File: src/hdl/alm_pkg.sv
// Constants and decode helpers for the lane mapper
package alm_pkg;
	localparam int          ALM_SMP_W     = 9;
	localparam int          ALM_LANES     = 8;
	localparam int          ALM_CHANS     = 4;
	localparam int          ALM_DEPTH     = 10;
	localparam int          ALM_WORD_W    = 64;
	// Link mode codes
	localparam logic [1:0]  ALM_MODE_0    = 2'h0;
	localparam logic [1:0]  ALM_MODE_1    = 2'h1;
	localparam logic [1:0]  ALM_MODE_2    = 2'h2;
	localparam logic [1:0]  ALM_MODE_3    = 2'h3;
	// Device variant codes
	localparam logic [1:0]  ALM_VAR_SINGLE = 2'h0;
	localparam logic [1:0]  ALM_VAR_DUAL   = 2'h1;
	localparam logic [1:0]  ALM_VAR_QUAD   = 2'h2;
	// Samples per channel per frame
	localparam logic [3:0]  ALM_LEN_0     = 4'ha;
	localparam logic [3:0]  ALM_LEN_1     = 4'h2;
	localparam logic [3:0]  ALM_LEN_2     = 4'h1;
	localparam logic [3:0]  ALM_LEN_3     = 4'h4;
	// Reset values
	localparam logic [3:0]  ALM_CNT_RST   = 4'h0;
	localparam logic [1:0]  ALM_MODE_RST  = 2'h0;
	localparam logic [1:0]  ALM_VAR_RST   = 2'h2;

	function automatic logic [3:0] alm_frame_len(input logic [1:0] mode);
		case (mode)
			ALM_MODE_0: alm_frame_len = ALM_LEN_0;
			ALM_MODE_1: alm_frame_len = ALM_LEN_1;
			ALM_MODE_2: alm_frame_len = ALM_LEN_2;
			default:    alm_frame_len = ALM_LEN_3;
		endcase
	endfunction

	// Number of lowest lanes in use for a mode and variant
	function automatic logic [3:0] alm_lane_cnt(input logic [1:0] mode, input logic [1:0] vari);
		logic [3:0] base;
		base = 4'h0;
		case (mode)
			ALM_MODE_0: base = 4'h2;
			ALM_MODE_1: base = 4'h2;
			default:    base = 4'h1;
		endcase
		case (vari)
			ALM_VAR_QUAD: alm_lane_cnt = (mode == ALM_MODE_1) ? 4'h6 : 4'(base << 2);
			ALM_VAR_DUAL: alm_lane_cnt = (mode == ALM_MODE_1) ? 4'h3 : 4'(base << 1);
			default:      alm_lane_cnt = base;
		endcase
	endfunction

	function automatic logic [11:0] alm_f12(input logic [8:0] s);
		alm_f12 = {s, 3'h0};
	endfunction

	function automatic logic [9:0] alm_f10(input logic [8:0] s);
		alm_f10 = {s, 1'h0};
	endfunction
endpackage

File: src/hdl/alm_lane_mapper.sv
// Transport framing of converter samples onto up to eight serial lanes
//
// Contract
// - Mode 0: eight octets per lane, five 12-bit fields then a zero nibble.
// - Mode 0: lane pairs carry even and odd samples of channels A to D.
// - Mode 1: two octets per lane, 12-bit fields run across lane boundaries.
// - Mode 1: lane 2 dual/quad, lanes 3-5 quad; missing channel B octet zero.
// - Mode 2: one 8-bit sample per lane, lanes 0-3 carry channels A-D.
// - Mode 3: five octets per lane, four 10-bit fields of one channel.
// - Samples go out MSB first and every tail bit is zero.
// - Lowest lanes are used, the rest powered down; receiver uses lowest lanes.
`timescale 1ns/100ps
module alm_lane_mapper import alm_pkg::*; (
	input  wire logic        clk_in,               // 100 MHz clock
	input  wire logic        reset_in,             // Synchronous reset, active high
	input  wire logic [1:0]  link_mode_select_in,  // Link mode pins 0..3
	input  wire logic [1:0]  variant_in,           // 0 single, 1 dual, 2 quad
	input  wire logic        sample_valid_in,      // One sample per channel this cycle
	input  wire logic [8:0]  sample_a_in,          // Channel A sample
	input  wire logic [8:0]  sample_b_in,          // Channel B sample
	input  wire logic [8:0]  sample_c_in,          // Channel C sample
	input  wire logic [8:0]  sample_d_in,          // Channel D sample
	output logic      [63:0] serial_lane_0_out,    // Lane 0 frame, octet 0 in top bits
	output logic      [63:0] serial_lane_1_out,    // Lane 1 frame
	output logic      [63:0] serial_lane_2_out,    // Lane 2 frame
	output logic      [63:0] serial_lane_3_out,    // Lane 3 frame
	output logic      [63:0] serial_lane_4_out,    // Lane 4 frame
	output logic      [63:0] serial_lane_5_out,    // Lane 5 frame
	output logic      [63:0] serial_lane_6_out,    // Lane 6 frame
	output logic      [63:0] serial_lane_7_out,    // Lane 7 frame
	output logic      [7:0]  lane_active_out,      // High per lane in use, low is powered down
	output logic             frame_valid_out       // One-cycle pulse, new frame on lanes
);
	////////////////////////////////////////////////////////////////////////
	logic [1:0]  mode_meta_r, mode_sync_r, var_meta_r, var_sync_r;
	logic [1:0]  mode_r, var_r, asm_mode_r, asm_var_r;
	logic [3:0]  cnt_r;
	logic        frame_go_r, frame_valid_r;
	logic [7:0]  lane_active_r;
	logic [8:0]  smp_r [ALM_CHANS][ALM_DEPTH];
	logic [63:0] lane_r [ALM_LANES];
	logic [63:0] lane_nxt [ALM_LANES];
	wire  [8:0]  smp_in [ALM_CHANS];
	wire  [3:0]  need_w      = alm_frame_len(mode_r);
	wire         last_w      = sample_valid_in && (cnt_r == 4'(need_w - 4'h1));
	wire         load_mode_w = last_w || (cnt_r == ALM_CNT_RST && !sample_valid_in);
	wire  [3:0]  asm_lanes_w = alm_lane_cnt(asm_mode_r, asm_var_r);
	wire  [3:0]  cur_lanes_w = alm_lane_cnt(mode_r, var_r);

	assign smp_in[0] = sample_a_in;
	assign smp_in[1] = sample_b_in;
	assign smp_in[2] = sample_c_in;
	assign smp_in[3] = sample_d_in;

	////////////////////////////////////////////////////////////////////////
	// Pins are asynchronous to the frame logic
	always_ff @(posedge clk_in) begin
		mode_meta_r <= link_mode_select_in;
		mode_sync_r <= mode_meta_r;
		var_meta_r  <= variant_in;
		var_sync_r  <= var_meta_r;
	end

	// Mode changes only between frames so a frame never mixes layouts
	always_ff @(posedge clk_in) begin
		if (reset_in) begin
			cnt_r      <= ALM_CNT_RST;
			mode_r     <= ALM_MODE_RST;
			var_r      <= ALM_VAR_RST;
			asm_mode_r <= ALM_MODE_RST;
			asm_var_r  <= ALM_VAR_RST;
			frame_go_r <= 1'b0;
		end else begin
			cnt_r      <= last_w ? ALM_CNT_RST : (sample_valid_in ? 4'(cnt_r + 4'h1) : cnt_r);
			frame_go_r <= last_w;
			if (last_w) begin
				asm_mode_r <= mode_r;
				asm_var_r  <= var_r;
			end
			if (load_mode_w) begin
				mode_r <= mode_sync_r;
				var_r  <= var_sync_r;
			end
		end
	end

	// Sample store; slot 0 may be rewritten while the frame is read, old value wins
	always_ff @(posedge clk_in) begin
		for (int c = 0; c < ALM_CHANS; c++) begin
			if (sample_valid_in)
				smp_r[c][cnt_r] <= smp_in[c];
		end
	end

	////////////////////////////////////////////////////////////////////////
	for (genvar l = 0; l < ALM_LANES; l++) begin : g_lane
		localparam int CH = l / 2;
		localparam int PR = l % 2;
		// Lanes 6 and 7 never carry mode 1 data; group held in range so channel indices stay legal
		localparam int GR = (l < 6) ? l / 3 : 0;
		localparam int PT = l % 3;
		wire [63:0] m0_w = {alm_f12(smp_r[CH][PR]), alm_f12(smp_r[CH][PR + 2]), alm_f12(smp_r[CH][PR + 4]),
			alm_f12(smp_r[CH][PR + 6]), alm_f12(smp_r[CH][PR + 8]), 4'h0};
		// Unused variant code counts as single, so anything but dual or quad has no channel B
		wire        no_b_w = (asm_var_r != ALM_VAR_DUAL) && (asm_var_r != ALM_VAR_QUAD);
		wire [23:0] y_w    = no_b_w ? 24'h0 : {alm_f12(smp_r[2 * GR + 1][0]), alm_f12(smp_r[2 * GR + 1][1])};
		wire [47:0] seg_w  = {alm_f12(smp_r[2 * GR][0]), alm_f12(smp_r[2 * GR][1]), y_w};
		wire [63:0] m1_w   = (l < 6) ? {seg_w[47 - 16 * PT -: 16], 48'h0} : 64'h0;
		wire [63:0] m2_w;
		wire [63:0] m3_w;
		if (l < 4) begin : g_low
			assign m2_w = {smp_r[l][0][8:1], 56'h0};
			assign m3_w = {alm_f10(smp_r[l][0]), alm_f10(smp_r[l][1]), alm_f10(smp_r[l][2]),
				alm_f10(smp_r[l][3]), 24'h0};
		end else begin : g_high
			assign m2_w = 64'h0;
			assign m3_w = 64'h0;
		end
		wire        on_w  = (4'(l) < asm_lanes_w);
		wire [63:0] sel_w = (asm_mode_r == ALM_MODE_0) ? m0_w :
			(asm_mode_r == ALM_MODE_1) ? m1_w :
			(asm_mode_r == ALM_MODE_2) ? m2_w : m3_w;
		assign lane_nxt[l] = on_w ? sel_w : 64'h0;

		always_ff @(posedge clk_in) begin
			if (reset_in) begin
				lane_r[l]        <= 64'h0;
				lane_active_r[l] <= 1'b0;
			end else begin
				lane_active_r[l] <= (4'(l) < cur_lanes_w);
				if (frame_go_r)
					lane_r[l] <= lane_nxt[l];
			end
		end
	end

	always_ff @(posedge clk_in) begin
		if (reset_in)
			frame_valid_r <= 1'b0;
		else
			frame_valid_r <= frame_go_r;
	end

	assign serial_lane_0_out = lane_r[0];
	assign serial_lane_1_out = lane_r[1];
	assign serial_lane_2_out = lane_r[2];
	assign serial_lane_3_out = lane_r[3];
	assign serial_lane_4_out = lane_r[4];
	assign serial_lane_5_out = lane_r[5];
	assign serial_lane_6_out = lane_r[6];
	assign serial_lane_7_out = lane_r[7];
	assign lane_active_out   = lane_active_r;
	assign frame_valid_out   = frame_valid_r;
endmodule // alm_lane_mapper

File: config.mk
export PLATFORM = sky130hd
export DESIGN_NAME = alm_lane_mapper
export DESIGN_NICKNAME = d
export VERILOG_FILES = /design/src/hdl/alm_pkg.sv /design/src/hdl/alm_lane_mapper.sv
export SDC_FILE = /design/constraint.sdc
export NUM_CORES = 1
export LEC_CHECK = 0
export BUFFER_PORTS_ARGS = -buffer_cell sky130_fd_sc_hd__buf_2
export CAP_MARGIN = 15
export CELL_PAD_IN_SITES_DETAIL_PLACEMENT = 1
export CELL_PAD_IN_SITES_GLOBAL_PLACEMENT = 2
export CORE_UTILIZATION = 43
export CTS_CLUSTER_DIAMETER = 120
export DETAILED_ROUTE_END_ITERATION = 7
export PLACE_DENSITY_LB_ADDON = 0.1
export SETUP_SLACK_MARGIN = 0.05
export SKIP_CTS_REPAIR_TIMING = 1
export SLEW_MARGIN = 20
export SYNTH_ARGS = -nofsm -noshare
export SYNTH_HDL_FRONTEND = slang
export SYNTH_SLANG_ARGS = --single-unit
File: constraint.sdc
create_clock -name clk_in -period 21.2 [get_ports clk_in]
set_clock_uncertainty 0.15 [all_clocks]
set_input_delay 3.18 -clock clk_in [delete_from_list [all_inputs] [get_ports clk_in]]
set_output_delay 3.18 -clock clk_in [all_outputs]
set_load 0.01 [all_outputs]
Yosys cells after proc, flatten, opt, wreduce, memory -nomap -nowiden
Memories as Yosys holds them, arrays and structs flattened.
Index checks and enable logic that the tools add are counted.
Widths: inputs -> output; s select.
{"block": "word_totals", "regBits": 30, "mem_bits_rw": 872, "input_bits": 43, "output_inout_bits": 521, "wordCells": 127, "memories": 2}
{"block": "classes", "addsub": 2, "magnitude_cmp": 18, "eq_ne": 11, "mux": 54, "bitwise_logic": 9, "n_reduce_logical": 12}
{"memory": "lane_r", "depth": 8, "word_bits": 64, "rd": 8, "rd_ports_with_merged_regs": 0, "wr": 8, "line": "alm_lane_mapper.sv:41", "rtl": "logic [63:0] lane_r [ALM_LANES];"}
{"memory": "smp_r", "depth": 4, "word_bits": 90, "rd": 4, "rd_ports_with_merged_regs": 0, "wr": 4, "line": "alm_lane_mapper.sv:40", "rtl": "logic [8:0] smp_r [ALM_CHANS][ALM_DEPTH];"}
{"cell": "$mux 64", "count": 28}
{"cell": "$mux 56", "count": 6}
{"cell": "$mux 90", "count": 1}
{"cell": "$mux 24", "count": 2}
{"cell": "$demux 9 s4", "count": 1}
{"cell": "$lt 3x4->1 const A", "count": 8}
{"cell": "$lt 1x4->1 const A", "count": 4}
{"cell": "$lt 2x4->1 const A", "count": 4}
{"cell": "$mux 4", "count": 4}
{"cell": "$pmux 4 s2", "count": 2}
{"cell": "$pmux 4 s3", "count": 1}
{"cell": "$mux 9", "count": 1}
{"cell": "$eq 2x1->1 const B", "count": 4}
{"cell": "$eq 2x2->1 const B", "count": 4}
{"cell": "$or 1x1->1", "count": 8}
{"cell": "$mux 1", "count": 6}
{"cell": "$reduce_or 2->1", "count": 3}
{"cell": "$ge 5x5->1 const B", "count": 1}
{"cell": "$lt 5x1->1 const B", "count": 1}
{"cell": "$not 4->5", "count": 1}
{"cell": "$add 4x1->4 const B", "count": 1}
{"cell": "$eq 4x4->1", "count": 1}
{"cell": "$logic_and 1x1->1", "count": 4}
{"cell": "$logic_not 2->1", "count": 2}
{"cell": "other kinds (7)", "count": 8}

Depth between registers and ports, before layout
{"block": "logic_depth", "ltp_word": 8, "mapped_depth": 10, "depth_no_buf": 6}

Worst setup path after synthesis
OpenSTA, ideal clock, no wires.
{"block": "synth_path", "path_type": "input-to-reg", "from": "input reset_in", "to": "memory lane_r[1][36] (netlist: lane_r[0][100]) (enable)", "setup_time_ps": 598, "t_arrival_ps": 8235, "required_ps": 20452, "setup_slack_ps": 12217, "cell_stages": 2, "path_buffers": 1, "cell_sequence": "clkbuf_1 -> or2_2"}
{"item": "start: declaration", "line": "alm_lane_mapper.sv:15", "rtl": "input wire logic reset_in,"}
{"item": "end: declaration", "line": "alm_lane_mapper.sv:41"}

==> summary.txt <==
Run status
  • Status: complete, no violations

Cells and area
  • Final net count: 2273
  • Share of cells above drive strength 1: 30.5%
  • Ant. Diodes: 0
  • Non-Filler Instances: 3213
  • FF+latch area: 0.0234 sq mm
  • Synth-to-Final Area Change: 18.7%
  • Fillers: 6561
  • Multi-input logic area: 0.00554 sq mm
  • Util after Layout: 51.6%
  • Finished layout cell area: 0.0354 sq mm

Placed design
  • DP HPWL: 55600 microns
  • Port Buffer Count: 451
  • Gpl congestion: 0.798
  • Placed Instances: 3066
  • Dpl cell area: 0.0327 sq mm

GRT
  • Vias in the first global route: 16955
  • Total grt overflow: 0
  • Global-route wire length before repair: 123000 microns
  • Initial antenna violation count: 6
  • GRT Util Overall: 24.5%
  • Largest net degree at the start of global routing: 172

Routing
  • Initial drt markers: 1574
  • Total routed wirelength: 87400 microns
  • Final ANT Viol Nets: 0
  • Detailed-route DRC error count: 0
  • Vias: 16713
  • Via-to-Cell Ratio: 5.20
  • DR WL/cell: 27.2 microns
  • First-pass iteration count of the detailed router: 5

Logic synthesis
  • Avg Cell Area, Syn: 17.0 sq um
  • Warnings, synthesis: 0
  • Synth Cell Area: 0.0298 sq mm
  • Seq/Total Area, Yosys: 78.6%
  • Post-synthesis register bit count: 790
  • Synth cell types: 50
  • Post-synth top flop: edfxtp_1
  • Ys async rst share: 0%
  • Post-synth EDFFs: 760
  • Synthesized instance count: 1756

Worst setup path
  • Critical-path maximum fanout: 63
  • CP arrival: 6380 ps
  • Worst Setup Path Type: primary input to flip-flop
  • R2R cell count: 7
  • WP data required: 21370 ps
  • Worst setup EP type: flip-flop
  • Worst setup SP type: primary input

Timing
  • Max-slew headroom: 28.0%
  • RSZ-0062 raised after global routing: no
  • Hold Fails Final Rpt: 0
  • Final period util: 29.3%
  • Total Neg Setup Slack: 0 ps
  • Fmax: 0.161 GHz
  • Worst-Margin Slew: 1080 ps
  • Final Setup Violations: 0
  • Slew Limit Fails: 0
  • Period minus WS final: 6220 ps

Clocking
  • Clock Tree Root: clkbuf_16
  • H-tree depth: 3
  • CTS tree: built
  • CTS Buf Count: 83
  • Clock transition at the registers of the reported paths: 60 ps
  • Worst-Skew Late Latency: 630 ps
  • Clock Sinks: 790
  • Max clock buf depth: 3

Hold path
  • Worst Hold Depth: 0
  • Hold WC Path Type: flip-flop to flip-flop

Flow run
  • Maxcap violations: 0

Floorplan
  • Die area: 0.0704 sq mm
  • # rows: 96
  • Initial core utilization: 43.5%
  • Die Wd: 265 microns
  • # IOs: 564
  • Die Height: 265 microns
  • Core area: 0.0686 sq mm

Pwr
  • Max VDD drop: 0.0812 mV
  • Total power: 3.55 mW
  • Cell leakage power: 13.3 nW
  • Pwr dens: 100 mW/mm^2
-- cell usage in the layout, fill, tap and decap left out, types with 4 or more instances in the layout --
master | synthesis | routed
nand3_1 | 9 | 9
dfxtp_1 | 30 | 28
nor2b_1 | 11 | 11
mux2i_1 | 29 | 29
a21oi_1 | 37 | 36
nand2_1 | 23 | 23
and3_1 | 26 | 22
and2_1 | 93 | 90
a221oi_1 | 8 | 8
conb_1 | 1 | 112
bufinv_16 | 0 | 8
nor3_1 | 14 | 14
clkinv_2 | 0 | 11
o2bb2ai_1 | 5 | 5
edfxtp_1 | 760 | 760
nor2_1 | 154 | 150
o21ai_0 | 7 | 7
a31oi_1 | 4 | 4
nor2_4 | 0 | 4
clkbuf_1 | 63 | 12
buf_2 | 13 | 451
nor3b_2 | 70 | 70
inv_1 | 9 | 9
nor3b_1 | 96 | 95
buf_4 | 114 | 31
a22oi_1 | 84 | 84
clkinv_1 | 0 | 18
and3_2 | 0 | 4
clkbuf_16 | 0 | 86
ha_1 | 9 | 9
nand2b_1 | 18 | 18
a211oi_1 | 7 | 7
-- stage by stage --
| step | setup slack, ps | hold WS [ps] |
|---|---|---|
| after floorplan | 12220 | 160 |
| after global placement | 14370 | 167 |
| after detailed placement | 14290 | 164 |
| after CTS | 14940 | 178 |
| after global routing | 14760 | 182 |
| final | 14980 | 176 |
-- power breakdown --
part           switching (mW)  internal [mW]
combinational           0.185         0.0737
clock                   0.605          0.845
sequential             0.0379           1.80
-- worst paths after layout --
path	startpoint	to	slack [ps]
setup / recovery	reset_in	lane_r[1][205]	14980
hold / removal	mode_meta_r[0]	mode_sync_r[0]	180
setup reg to reg	asm_var_r[0]	lane_r[1][205]	16960
hold reg to reg	mode_meta_r[0]	mode_sync_r[0]	180
-- kinds of logic after synthesis --
| kind of cell | synth area share, % |
|---|---|
| DFF | 78.6 |
| AOI/OAI and AO/OA | 4.02 |
| muxes | 0.974 |
| other | 0.0126 |
| xor gates and xnor gates | 0.118 |
| buffers and inverters | 4.53 |
| and+or+nand+nor | 11.4 |
| adders and majority gates | 0.378 |
-- synth_stat cells, types with 2 or more instances --
master | n | area share (%)
a221o_1 | 2 | 0.067
buf_6 | 8 | 0.30
xor2_1 | 3 | 0.088
nor3_1 | 14 | 0.24
and2_1 | 93 | 2.0
clkbuf_1 | 63 | 0.79
a211oi_1 | 7 | 0.18
and3_1 | 26 | 0.55
inv_1 | 9 | 0.11
buf_2 | 13 | 0.22
a221oi_1 | 8 | 0.24
buf_1 | 17 | 0.21
buf_4 | 114 | 2.9
nor3b_1 | 96 | 2.4
nor4_1 | 3 | 0.063
a21o_1 | 4 | 0.10
a21oi_1 | 37 | 0.62
o211ai_1 | 3 | 0.076
nand3b_1 | 2 | 0.050
a22oi_1 | 84 | 2.1
a31oi_1 | 4 | 0.084
edfxtp_1 | 760 | 77
mux2i_1 | 29 | 0.97
nor2b_1 | 11 | 0.23
nor2_1 | 154 | 1.9
nand2b_1 | 18 | 0.38
nand3_1 | 9 | 0.15
ha_1 | 9 | 0.38
or2_2 | 3 | 0.063
o21ai_0 | 7 | 0.12
nand2_1 | 23 | 0.29
o311ai_0 | 3 | 0.088
dfxtp_1 | 30 | 2.0
nor3b_2 | 70 | 2.9
o2bb2ai_1 | 5 | 0.15
-- routing by layer --
metal | part of all wire [%] | vias up | global-route usage [%]
met2 | 48 | 657 | 39.6
met3 | 8.5 | 120 | 7.15
li1 | - | 7295 | -
met5 | 0 | - | 0
met4 | 2.5 | 0 | 7.37
met1 | 41 | 8641 | 32.0
-- cell type report --
type	count	area share, %
Inverter	10	0.106
Sequential cell	790	66.2
Clock buffer	100	6.29
Multi-Input combinational cell	852	15.7
Tap cell	931	3.29
Clock inverter	46	1.29
Timing Repair Buffer	484	7.17
-- registers in the layout, indices dropped and copies added, names as in the netlist, 4 cells and up --
register	flops
lane_active_out	8
cnt_r	4
lane_r	400
smp_r	360
-- worst max-delay path, stage by stage --
cell and delay (ps):
buf_2 370, nand2b_1 430, or4_4 580, buf_4 740, buf_4 860, nor3b_1 140
Power figures use the tool's default switching activity.
